File: config.mk
export PLATFORM = sky130hd
export DESIGN_NAME = gpb_bank
export DESIGN_NICKNAME = d
export VERILOG_FILES = /design/src/gpb_pkg.sv /design/src/gpb_bank.sv /design/src/gpb_pin.sv
export SDC_FILE = /design/constraint.sdc
export NUM_CORES = 1
export LEC_CHECK = 0
export BUFFER_PORTS_ARGS = -buffer_cell sky130_fd_sc_hd__buf_4
export CAP_MARGIN = 15
export CELL_PAD_IN_SITES_DETAIL_PLACEMENT = 0
export CELL_PAD_IN_SITES_GLOBAL_PLACEMENT = 1
export CORE_AREA = 2 2 168 129
export DETAILED_ROUTE_END_ITERATION = 12
export DIE_AREA = 0 0 170 131
export PLACE_DENSITY_LB_ADDON = 0.1
export SLEW_MARGIN = 40
export SYNTH_ARGS = -nofsm -noshare
export SYNTH_HDL_FRONTEND = slang
export SYNTH_SLANG_ARGS = --single-unit
File: constraint.sdc
create_clock -name aclk -period 5.7 [get_ports aclk]
set_clock_uncertainty 0.2 [all_clocks]
set_input_delay 1.425 -clock aclk [delete_from_list [all_inputs] [get_ports aclk]]
set_output_delay 1.425 -clock aclk [all_outputs]
set_load 0.005 [all_outputs]
File: src/gpb_pkg.sv
// constants, field layouts and carrier types for the pin configuration bank
package gpb_pkg;

  // register word indices; byte address is four times the index
  localparam logic [9:0] IDX_PIN0 = 10'h01d;
  localparam logic [9:0] IDX_PIN1_PIN2 = 10'h01e;
  localparam logic [9:0] IDX_PIN3 = 10'h01f;
  localparam logic [9:0] IDX_PIN5_PIN6 = 10'h020;
  localparam logic [9:0] IDX_PIN7_PIN8 = 10'h021;
  localparam logic [9:0] IDX_DUAL_RX = 10'h030;
  localparam logic [9:0] IDX_PIN_LEVEL = 10'h031;

  // reset values of the configuration registers
  localparam logic [3:0] RST_PIN0 = 4'h3;
  localparam logic [7:0] RST_PIN1_PIN2 = 8'h03;
  localparam logic [3:0] RST_PIN3 = 4'h2;
  localparam logic [7:0] RST_PIN5_PIN6 = 8'h00;
  localparam logic [7:0] RST_PIN7_PIN8 = 8'h00;
  localparam logic RST_PORT_SEL = 1'b0;

  // field positions inside a byte or a register word
  localparam int LO_NIB = 0;
  localparam int HI_NIB = 4;
  localparam int NIB_W = 4;
  localparam int REV_POS = 4;
  localparam int PORT_SEL_POS = 0;
  localparam int ALT_LEVEL_POS = 8;

  // decoded {direction, enable} pairs
  localparam logic [1:0] MODE_FUNC = 2'b00;
  localparam logic [1:0] MODE_TRI = 2'b10;
  localparam logic [1:0] MODE_GP_OUT = 2'b01;
  localparam logic [1:0] MODE_GP_IN = 2'b11;

  // axi responses
  localparam logic [1:0] RESP_OKAY = 2'b00;
  localparam logic [1:0] RESP_SLVERR = 2'b10;

  // pin counts
  localparam int NUM_PRI = 8;
  localparam int NUM_ALT = 4;

  // one pin's configuration nibble, msb first
  typedef struct packed {
    logic value;
    logic remote;
    logic dir;
    logic en;
  } gpb_pin_cfg_type;

  // global pin configuration held outside this block
  typedef struct packed {
    logic value;
    logic dir;
    logic en;
  } gpb_global_cfg_type;

  // pad side of one pin
  typedef struct packed {
    logic out;
    logic oe_n;
  } gpb_pad_type;

endpackage

File: src/gpb_bank.sv
// pin configuration bank with axi4-lite register slave
`timescale 1ns/10ps
// How it works
// - dir enable pair selects pad mode
// - local value driven only as gp output
// - remote bit makes pin output remote value
// - port select moves pin0 register to alt0
// - port select moves pin1/2 register to alt1/2
// - port select moves pin3 register to alt3
// - pin0 resets as general purpose input
// - pin1/2 register resets to 0x3
// - pin3 register resets to 0x2, tri-state
// - pin5..8 registers reset to zero
// - high pin upper nibble, low pin lower
// - pin bits override global pin settings
// - port select lives in dual receive control
module gpb_bank #(
  parameter int ADDR_W = 12,
  parameter logic [3:0] REVISION = 4'h5 // arbitrary revision code
) (
  input wire logic aclk,
  input wire logic aresetn,
  input wire logic [ADDR_W-1:0] s_axi_awaddr,
  input wire logic s_axi_awvalid,
  output logic s_axi_awready,
  input wire logic [31:0] s_axi_wdata,
  input wire logic [3:0] s_axi_wstrb,
  input wire logic s_axi_wvalid,
  output logic s_axi_wready,
  output logic [1:0] s_axi_bresp,
  output logic s_axi_bvalid,
  input wire logic s_axi_bready,
  input wire logic [ADDR_W-1:0] s_axi_araddr,
  input wire logic s_axi_arvalid,
  output logic s_axi_arready,
  output logic [31:0] s_axi_rdata,
  output logic [1:0] s_axi_rresp,
  output logic s_axi_rvalid,
  input wire logic s_axi_rready,
  input gpb_pkg::gpb_global_cfg_type global_cfg,
  input wire logic [gpb_pkg::NUM_PRI-1:0] func_out,
  input wire logic [gpb_pkg::NUM_ALT-1:0] alt_func_out,
  input wire logic [gpb_pkg::NUM_PRI-1:0] link_value,
  input wire logic link_valid,
  input wire logic [gpb_pkg::NUM_PRI-1:0] pad_in,
  output logic [gpb_pkg::NUM_PRI-1:0] pad_out,
  output logic [gpb_pkg::NUM_PRI-1:0] pad_oe_n,
  input wire logic [gpb_pkg::NUM_ALT-1:0] alt_pad_in,
  output logic [gpb_pkg::NUM_ALT-1:0] alt_pad_out,
  output logic [gpb_pkg::NUM_ALT-1:0] alt_pad_oe_n,
  output logic secondary_port_select
);
  import gpb_pkg::*;

  // configuration storage
  logic [3:0] pin0_config; // low nibble only, upper is revision
  logic [7:0] pin1_pin2_config; // both nibbles writable
  logic [3:0] pin3_config; // low nibble only, upper reserved
  logic [7:0] pin5_pin6_config; // both nibbles writable
  logic [7:0] pin7_pin8_config; // both nibbles writable

  // write channel holding state
  logic aw_held; // write address taken
  logic w_held; // write data taken
  logic [9:0] aw_index; // held word index
  logic [7:0] w_byte; // held low data byte
  logic w_lane0; // held strobe of the low byte lane
  logic do_write; // both halves present, commit now
  logic wr_hit; // held index maps to a register
  logic [9:0] ar_index; // read word index
  logic [31:0] next_rdata; // read data mux
  logic rd_hit; // read index maps to a register

  // per pin configuration and remote values
  gpb_pin_cfg_type pri_cfg [NUM_PRI]; // configuration seen by primary pins
  gpb_pin_cfg_type alt_cfg [NUM_ALT]; // configuration seen by alternate pins
  gpb_pin_cfg_type reg_cfg [NUM_PRI]; // register nibble per primary slot
  gpb_pad_type pri_pad [NUM_PRI]; // primary pad drive
  gpb_pad_type alt_pad [NUM_ALT]; // alternate pad drive
  logic [NUM_PRI-1:0] remote_hold; // last value from the link
  logic [NUM_PRI-1:0] pri_level; // synchronised primary levels
  logic [NUM_ALT-1:0] alt_level; // synchronised alternate levels

  // write address and data ready only while the slot is free
  assign s_axi_awready = !aw_held && !s_axi_bvalid;
  assign s_axi_wready = !w_held && !s_axi_bvalid;
  assign do_write = aw_held && w_held && !s_axi_bvalid;
  assign s_axi_arready = !s_axi_rvalid;
  assign ar_index = s_axi_araddr[11:2];

  // decode of the held write index
  always_comb begin
    case (aw_index)
      IDX_PIN0: wr_hit = 1'b1;
      IDX_PIN1_PIN2: wr_hit = 1'b1;
      IDX_PIN3: wr_hit = 1'b1;
      IDX_PIN5_PIN6: wr_hit = 1'b1;
      IDX_PIN7_PIN8: wr_hit = 1'b1;
      IDX_DUAL_RX: wr_hit = 1'b1;
      // level register is read-only, write answers okay and is dropped
      IDX_PIN_LEVEL: wr_hit = 1'b1;
      default: wr_hit = 1'b0;
    endcase
  end

  // capture write address, independent of data
  always_ff @(posedge aclk) begin
    if (!aresetn) begin
      aw_held <= 1'b0;
      aw_index <= 10'h000;
    end else if (s_axi_awvalid && s_axi_awready) begin
      aw_held <= 1'b1;
      aw_index <= s_axi_awaddr[11:2];
    end else if (do_write) begin
      aw_held <= 1'b0;
    end
  end

  // capture write data, independent of address
  always_ff @(posedge aclk) begin
    if (!aresetn) begin
      w_held <= 1'b0;
      w_byte <= 8'h00;
      w_lane0 <= 1'b0;
    end else if (s_axi_wvalid && s_axi_wready) begin
      w_held <= 1'b1;
      w_byte <= s_axi_wdata[7:0];
      w_lane0 <= s_axi_wstrb[0];
    end else if (do_write) begin
      w_held <= 1'b0;
    end
  end

  // write response one cycle after both halves are held
  always_ff @(posedge aclk) begin
    if (!aresetn) begin
      s_axi_bvalid <= 1'b0;
      s_axi_bresp <= RESP_OKAY;
    end else if (do_write) begin
      s_axi_bvalid <= 1'b1;
      s_axi_bresp <= wr_hit ? RESP_OKAY : RESP_SLVERR;
    end else if (s_axi_bready) begin
      s_axi_bvalid <= 1'b0;
    end
  end

  // pin 0 register
  always_ff @(posedge aclk) begin
    if (!aresetn) begin
      pin0_config <= RST_PIN0;
    end else if (do_write && w_lane0 && aw_index == IDX_PIN0) begin
      pin0_config <= w_byte[LO_NIB +: NIB_W];
    end
  end

  // pins 1 and 2 register
  always_ff @(posedge aclk) begin
    if (!aresetn) begin
      pin1_pin2_config <= RST_PIN1_PIN2;
    end else if (do_write && w_lane0 && aw_index == IDX_PIN1_PIN2) begin
      pin1_pin2_config <= w_byte;
    end
  end

  // pin 3 register
  always_ff @(posedge aclk) begin
    if (!aresetn) begin
      pin3_config <= RST_PIN3;
    end else if (do_write && w_lane0 && aw_index == IDX_PIN3) begin
      pin3_config <= w_byte[LO_NIB +: NIB_W];
    end
  end

  // pins 5..8 registers
  always_ff @(posedge aclk) begin
    if (!aresetn) begin
      pin5_pin6_config <= RST_PIN5_PIN6;
      pin7_pin8_config <= RST_PIN7_PIN8;
    end else if (do_write && w_lane0) begin
      if (aw_index == IDX_PIN5_PIN6) begin
        pin5_pin6_config <= w_byte;
      end
      if (aw_index == IDX_PIN7_PIN8) begin
        pin7_pin8_config <= w_byte;
      end
    end
  end

  // dual receive control, port select bit
  always_ff @(posedge aclk) begin
    if (!aresetn) begin
      secondary_port_select <= RST_PORT_SEL;
    end else if (do_write && w_lane0 && aw_index == IDX_DUAL_RX) begin
      secondary_port_select <= w_byte[PORT_SEL_POS];
    end
  end

  // read data mux
  always_comb begin
    next_rdata = 32'h0000_0000;
    rd_hit = 1'b1;
    case (ar_index)
      IDX_PIN0: begin
        next_rdata[REV_POS +: NIB_W] = REVISION;
        next_rdata[LO_NIB +: NIB_W] = pin0_config;
      end
      IDX_PIN1_PIN2: next_rdata[7:0] = pin1_pin2_config;
      IDX_PIN3: next_rdata[LO_NIB +: NIB_W] = pin3_config;
      IDX_PIN5_PIN6: next_rdata[7:0] = pin5_pin6_config;
      IDX_PIN7_PIN8: next_rdata[7:0] = pin7_pin8_config;
      IDX_DUAL_RX: next_rdata[PORT_SEL_POS] = secondary_port_select;
      IDX_PIN_LEVEL: begin
        next_rdata[NUM_PRI-1:0] = pri_level;
        next_rdata[ALT_LEVEL_POS +: NUM_ALT] = alt_level;
      end
      default: rd_hit = 1'b0;
    endcase
  end

  // read channel, data one cycle after address taken
  always_ff @(posedge aclk) begin
    if (!aresetn) begin
      s_axi_rvalid <= 1'b0;
      s_axi_rdata <= 32'h0000_0000;
      s_axi_rresp <= RESP_OKAY;
    end else if (s_axi_arvalid && s_axi_arready) begin
      s_axi_rvalid <= 1'b1;
      s_axi_rdata <= next_rdata;
      s_axi_rresp <= rd_hit ? RESP_OKAY : RESP_SLVERR;
    end else if (s_axi_rready) begin
      s_axi_rvalid <= 1'b0;
    end
  end

  // remote values from the forward channel
  always_ff @(posedge aclk) begin
    if (!aresetn) begin
      remote_hold <= '0;
    end else if (link_valid) begin
      remote_hold <= link_value;
    end
  end

  // nibble per primary slot: pin0,1,2,3,5,6,7,8
  always_comb begin
    reg_cfg[0] = gpb_pin_cfg_type'(pin0_config);
    reg_cfg[1] = gpb_pin_cfg_type'(pin1_pin2_config[LO_NIB +: NIB_W]);
    reg_cfg[2] = gpb_pin_cfg_type'(pin1_pin2_config[HI_NIB +: NIB_W]);
    reg_cfg[3] = gpb_pin_cfg_type'(pin3_config);
    reg_cfg[4] = gpb_pin_cfg_type'(pin5_pin6_config[LO_NIB +: NIB_W]);
    reg_cfg[5] = gpb_pin_cfg_type'(pin5_pin6_config[HI_NIB +: NIB_W]);
    reg_cfg[6] = gpb_pin_cfg_type'(pin7_pin8_config[LO_NIB +: NIB_W]);
    reg_cfg[7] = gpb_pin_cfg_type'(pin7_pin8_config[HI_NIB +: NIB_W]);
  end

  // steer lower registers to the selected port
  always_comb begin
    for (int i = 0; i < NUM_PRI; i++) begin
      pri_cfg[i] = reg_cfg[i];
    end
    for (int j = 0; j < NUM_ALT; j++) begin
      alt_cfg[j] = '0;
    end
    if (secondary_port_select) begin
      for (int k = 0; k < NUM_ALT; k++) begin
        alt_cfg[k] = reg_cfg[k];
        pri_cfg[k] = '0;
      end
    end
  end

  // primary pads
  for (genvar p = 0; p < NUM_PRI; p++) begin : g_pri
    gpb_pin u_pin (
      .aclk(aclk),
      .aresetn(aresetn),
      .cfg(pri_cfg[p]),
      .global_cfg(global_cfg),
      .func_out(func_out[p]),
      .remote_value(remote_hold[p]),
      .pad_in(pad_in[p]),
      .pad(pri_pad[p]),
      .level(pri_level[p])
    );
    assign pad_out[p] = pri_pad[p].out;
    assign pad_oe_n[p] = pri_pad[p].oe_n;
  end

  // alternate port pads
  for (genvar a = 0; a < NUM_ALT; a++) begin : g_alt
    gpb_pin u_pin (
      .aclk(aclk),
      .aresetn(aresetn),
      .cfg(alt_cfg[a]),
      .global_cfg(global_cfg),
      .func_out(alt_func_out[a]),
      .remote_value(remote_hold[a]),
      .pad_in(alt_pad_in[a]),
      .pad(alt_pad[a]),
      .level(alt_level[a])
    );
    assign alt_pad_out[a] = alt_pad[a].out;
    assign alt_pad_oe_n[a] = alt_pad[a].oe_n;
  end

endmodule

File: src/gpb_pin.sv
// one pad: input synchroniser and output mux
`timescale 1ns/10ps
module gpb_pin (
  input wire logic aclk,
  input wire logic aresetn,
  input gpb_pkg::gpb_pin_cfg_type cfg,
  input gpb_pkg::gpb_global_cfg_type global_cfg,
  input wire logic func_out,
  input wire logic remote_value,
  input wire logic pad_in,
  output gpb_pkg::gpb_pad_type pad,
  output logic level
);
  import gpb_pkg::*;

  logic sync1; // first stage, read only by sync2
  logic sync2; // second stage
  logic sync3; // third stage
  logic next_out; // value to drive
  logic next_oe_n; // low to drive

  // three stage synchroniser on the pad input
  always_ff @(posedge aclk) begin
    if (!aresetn) begin
      sync1 <= 1'b0;
      sync2 <= 1'b0;
      sync3 <= 1'b0;
    end else begin
      sync1 <= pad_in;
      sync2 <= sync1;
      sync3 <= sync2;
    end
  end

  // level moves only when stages two and three agree
  always_ff @(posedge aclk) begin
    if (!aresetn) begin
      level <= 1'b0;
    end else if (sync2 == sync3) begin
      level <= sync3;
    end
  end

  // output mux
  always_comb begin
    next_out = 1'b0;
    next_oe_n = 1'b1;
    if (cfg.remote) begin
      next_out = remote_value;
      next_oe_n = 1'b0;
    end else begin
      case ({cfg.dir, cfg.en})
        MODE_GP_OUT: begin
          next_out = cfg.value;
          next_oe_n = 1'b0;
        end
        MODE_GP_IN: begin
          next_oe_n = 1'b1;
        end
        MODE_TRI: begin
          next_oe_n = 1'b1;
        end
        MODE_FUNC: begin
          case ({global_cfg.dir, global_cfg.en})
            MODE_FUNC: begin
              next_out = func_out;
              next_oe_n = 1'b0;
            end
            MODE_GP_OUT: begin
              next_out = global_cfg.value;
              next_oe_n = 1'b0;
            end
            default: begin
              next_oe_n = 1'b1;
            end
          endcase
        end
        default: begin
          next_oe_n = 1'b1;
        end
      endcase
    end
  end

  // registered pad drive, released at reset
  always_ff @(posedge aclk) begin
    if (!aresetn) begin
      pad.out <= 1'b0;
      pad.oe_n <= 1'b1;
    end else begin
      pad.out <= next_out;
      pad.oe_n <= next_oe_n;
    end
  end

endmodule

==> results.py <==
metrics = {
    "timing": {
        "whs_ns": 0.231,
        "fin_setup_tns_ns": 0,
        "fin_crit_sh_pct": 54.4,
        "min_period_ns": 3.10,
        "hold_viol": 0,
        "tightestPinTransition_ns": 0.788,
        "maxSlewHeadroom_pct": 47.5,
        "fmax_ghz": 0.322,
        "slew_viol_final": 0,
        "grt_setup_unrepaired": "false",
        "setup_viol": 0,
    },
    "drt": {
        "route.detailed.drc": 0,
        "ant_nets": 0,
        "drt-initial-drc-count": 290,
        "vias": 4767,
        "first_pass_iters": 5,
        "drt-total-wl_um": 16600,
        "wl_per_cell_um": 16.1,
        "viasPerCell": 4.63,
    },
    "die": {
        "die_width_um": 170,
        "die_h_um": 131,
        "die_area_um2": 22300,
        "rows": 46,
        "ioPinCount": 169,
        "start_util_pct": 29.4,
        "core_um2": 20700,
    },
    "final_layout": {
        "largest_register_ffs": 16,
        "largest_register": "g_pri.u_pin.pad",
        "reg_top3": "g_pri.u_pin.pad x16, s_axi_rdata x12, aw_index x10",
        "insertedDiodeCount": 0,
        "nets": 856,
        "area_growth_pct": 26.6,
        "drive_above_1_share_pct": 21.1,
    },
    "placement": {
        "routabilityCongestion": 0.742,
        "io_buffers": 115,
        "dp_hpwl_um": 12000,
    },
    "cts": {
        "cts_tree": "yes",
        "worstSkewPairLatency_ns": 0.42,
        "cts_root_buffer": "clkbuf_16",
        "cts_buffer_depth": 2,
        "postCtsHoldBufs": 0,
        "cts_resized": 0,
        "cts_buffers": 17,
        "cts_max_level": 4,
        "clock-sinks": 150,
        "post_cts_buffers": 0,
        "clk_pin_slew_ns": 0.06,
    },
    "logic_synthesis": {
        "netlist_top_cells_area": "dfxtp_1 49%, mux2i_1 7.9%, nand2_1 5.9%",
        "ys_warn_count": 0,
        "ys_ff_latch": 150,
        "yosysTopAreaCellShare_pct": 49.4,
        "synthCells": 655,
        "syn_area_um2": 6080,
        "ys.flop_type": "dfxtp_1",
        "ys_seq_area_share_pct": 49.4,
        "yosysUniqueCellTypes": 46,
        "synth_edf_count": 0,
        "synth_area_per_cell_um2": 9.29,
        "ys_top_cells_by_count": "150 x dfxtp_1, 96 x nand2_1, 48 x mux2i_1",
        "async_reset_ff_share_pct": 0,
        "synth_area_leader_cell": "dfxtp_1",
        "synth.most_common_cell": "dfxtp_1",
    },
    "global_routing": {
        "grt_use_total_pct": 15.2,
        "overflow": 0,
        "antenna_found_initial": 0,
        "grt_pass1_vias": 4501,
        "grt_pass1_wl_um": 25600,
        "grt_max_degree": 86,
    },
    "critical_path": {
        "setup.worst_path.end_class": "output port",
        "arrival_ns": 1.48,
        "cpPeakStageDelay_ns": 0.82,
        "path_delay_family": "flip-flops",
        "cp_data_required_time_ns": 4.07,
        "start_kind": "register",
        "worstPathCellList": "buf_4",
        "worstSetupPathType": "reg -> out",
        "worst-path-buf-inv": 1,
        "crit_slowest_cell": "dfxtp_1",
        "cp_max_fo": 21,
    },
    "status": {
        "status": "finished, final reports clean",
    },
    "hold_path": {
        "hold_class": "reg -> reg",
    },
    "power_and_ir_drop": {
        "power_density_nw_per_um2": 324,
        "ir_drop_v": 0.000131,
        "p_leak_uw": 0.00307,
    },
    "flow_run": {
        "cap_violations": 0,
    },
}
-- layer usage --
| metal | up-vias | share of wire, % | GRT usage [%] |
|---|---|---|---|
| li1 | 2410 | - | - |
| met1 | 2218 | 54 | 22.6 |
| met2 | 125 | 40 | 21.2 |
| met3 | 14 | 4.7 | 4.13 |
| met4 | 0 | 1.1 | 4.32 |
| met5 | - | 0 | 0 |
-- cell families after synthesis --
group / after synthesis / synth area share, %
muxes: 52 / 8.64
AOI/OAI and AO/OA: 155 / 16.4
and+or+nand+nor: 226 / 19.7
other: 1 / 0.0616
buffers and inverters: 71 / 5.88
DFF: 150 / 49.4
-- metrics by stage --
stage / total power, uW / instances / instance area, um2 / setup slack [ns] / util (%)
2_1_floorplan: 1220 / 676 / 6160 / 2.74 / -
5_1_grt: 2590 / 1030 / 7700 / 2.53 / 37.2
4_1_cts: 2520 / 1030 / 7700 / 2.60 / 37.1
3_5_place_dp: 1300 / 998 / 7060 / 2.49 / 34.1
3_3_place_gp: 1290 / 998 / 7060 / 2.36 / 34.1
6_report: 2490 / 1030 / 7700 / 2.60 / 37.2
-- worst reg2reg max path: cells and delay by family, from the launching register on --
kind	cells	cell delay (ns)
AO/OA/AOI/OAI	2	0.53
buffers and inverters	1	0.45
flip-flops	1	0.82
AND/OR/NAND/NOR	1	0.20
-- path summary, 6_finish.rpt --
path	slack (ns)	endpoint	startpoint	depth (start not counted)
max reg2reg	3.39	g_pri[2].u_pin.pad[1]	secondary_port_select	4
min reg2reg	0.23	g_alt[1].u_pin.sync2	g_alt[1].u_pin.sync1	1
min	0.23	g_alt[1].u_pin.sync2	g_alt[1].u_pin.sync1	1
max	2.60	secondary_port_select	secondary_port_select	1
-- placed cells by master (no fill, tap or decap), drive strengths merged, types with 13 or more instances in the layout --
master  Yosys  final
conb        1     22
a21oi      30     30
nand2      96     96
clkbuf     31     19
nor2b      29     29
buf        28    117
mux2i      48     48
and2       47     47
nor2       16     16
dfxtp     150    150
inv        12     13
o21ai      45     45
a21boi     35     35
-- area by class of cell --
| type | count | area (um2) |
|---|---|---|
| Fill cell | 2128 | 13000 |
| Sequential cell | 150 | 3000 |
| Multi-Input combinational cell | 455 | 2810 |
| Clock buffer | 19 | 433 |
| Inverter | 12 | 45.0 |
| Timing Repair Buffer | 117 | 878 |
| Tap cell | 264 | 330 |
| Clock inverter | 13 | 204 |
-- power by group --
part,internal (uW),switching (uW)
clock network,776,447
logic,83.4,86.5
registers,1080,19.0
Power figures use the tool's default switching activity.
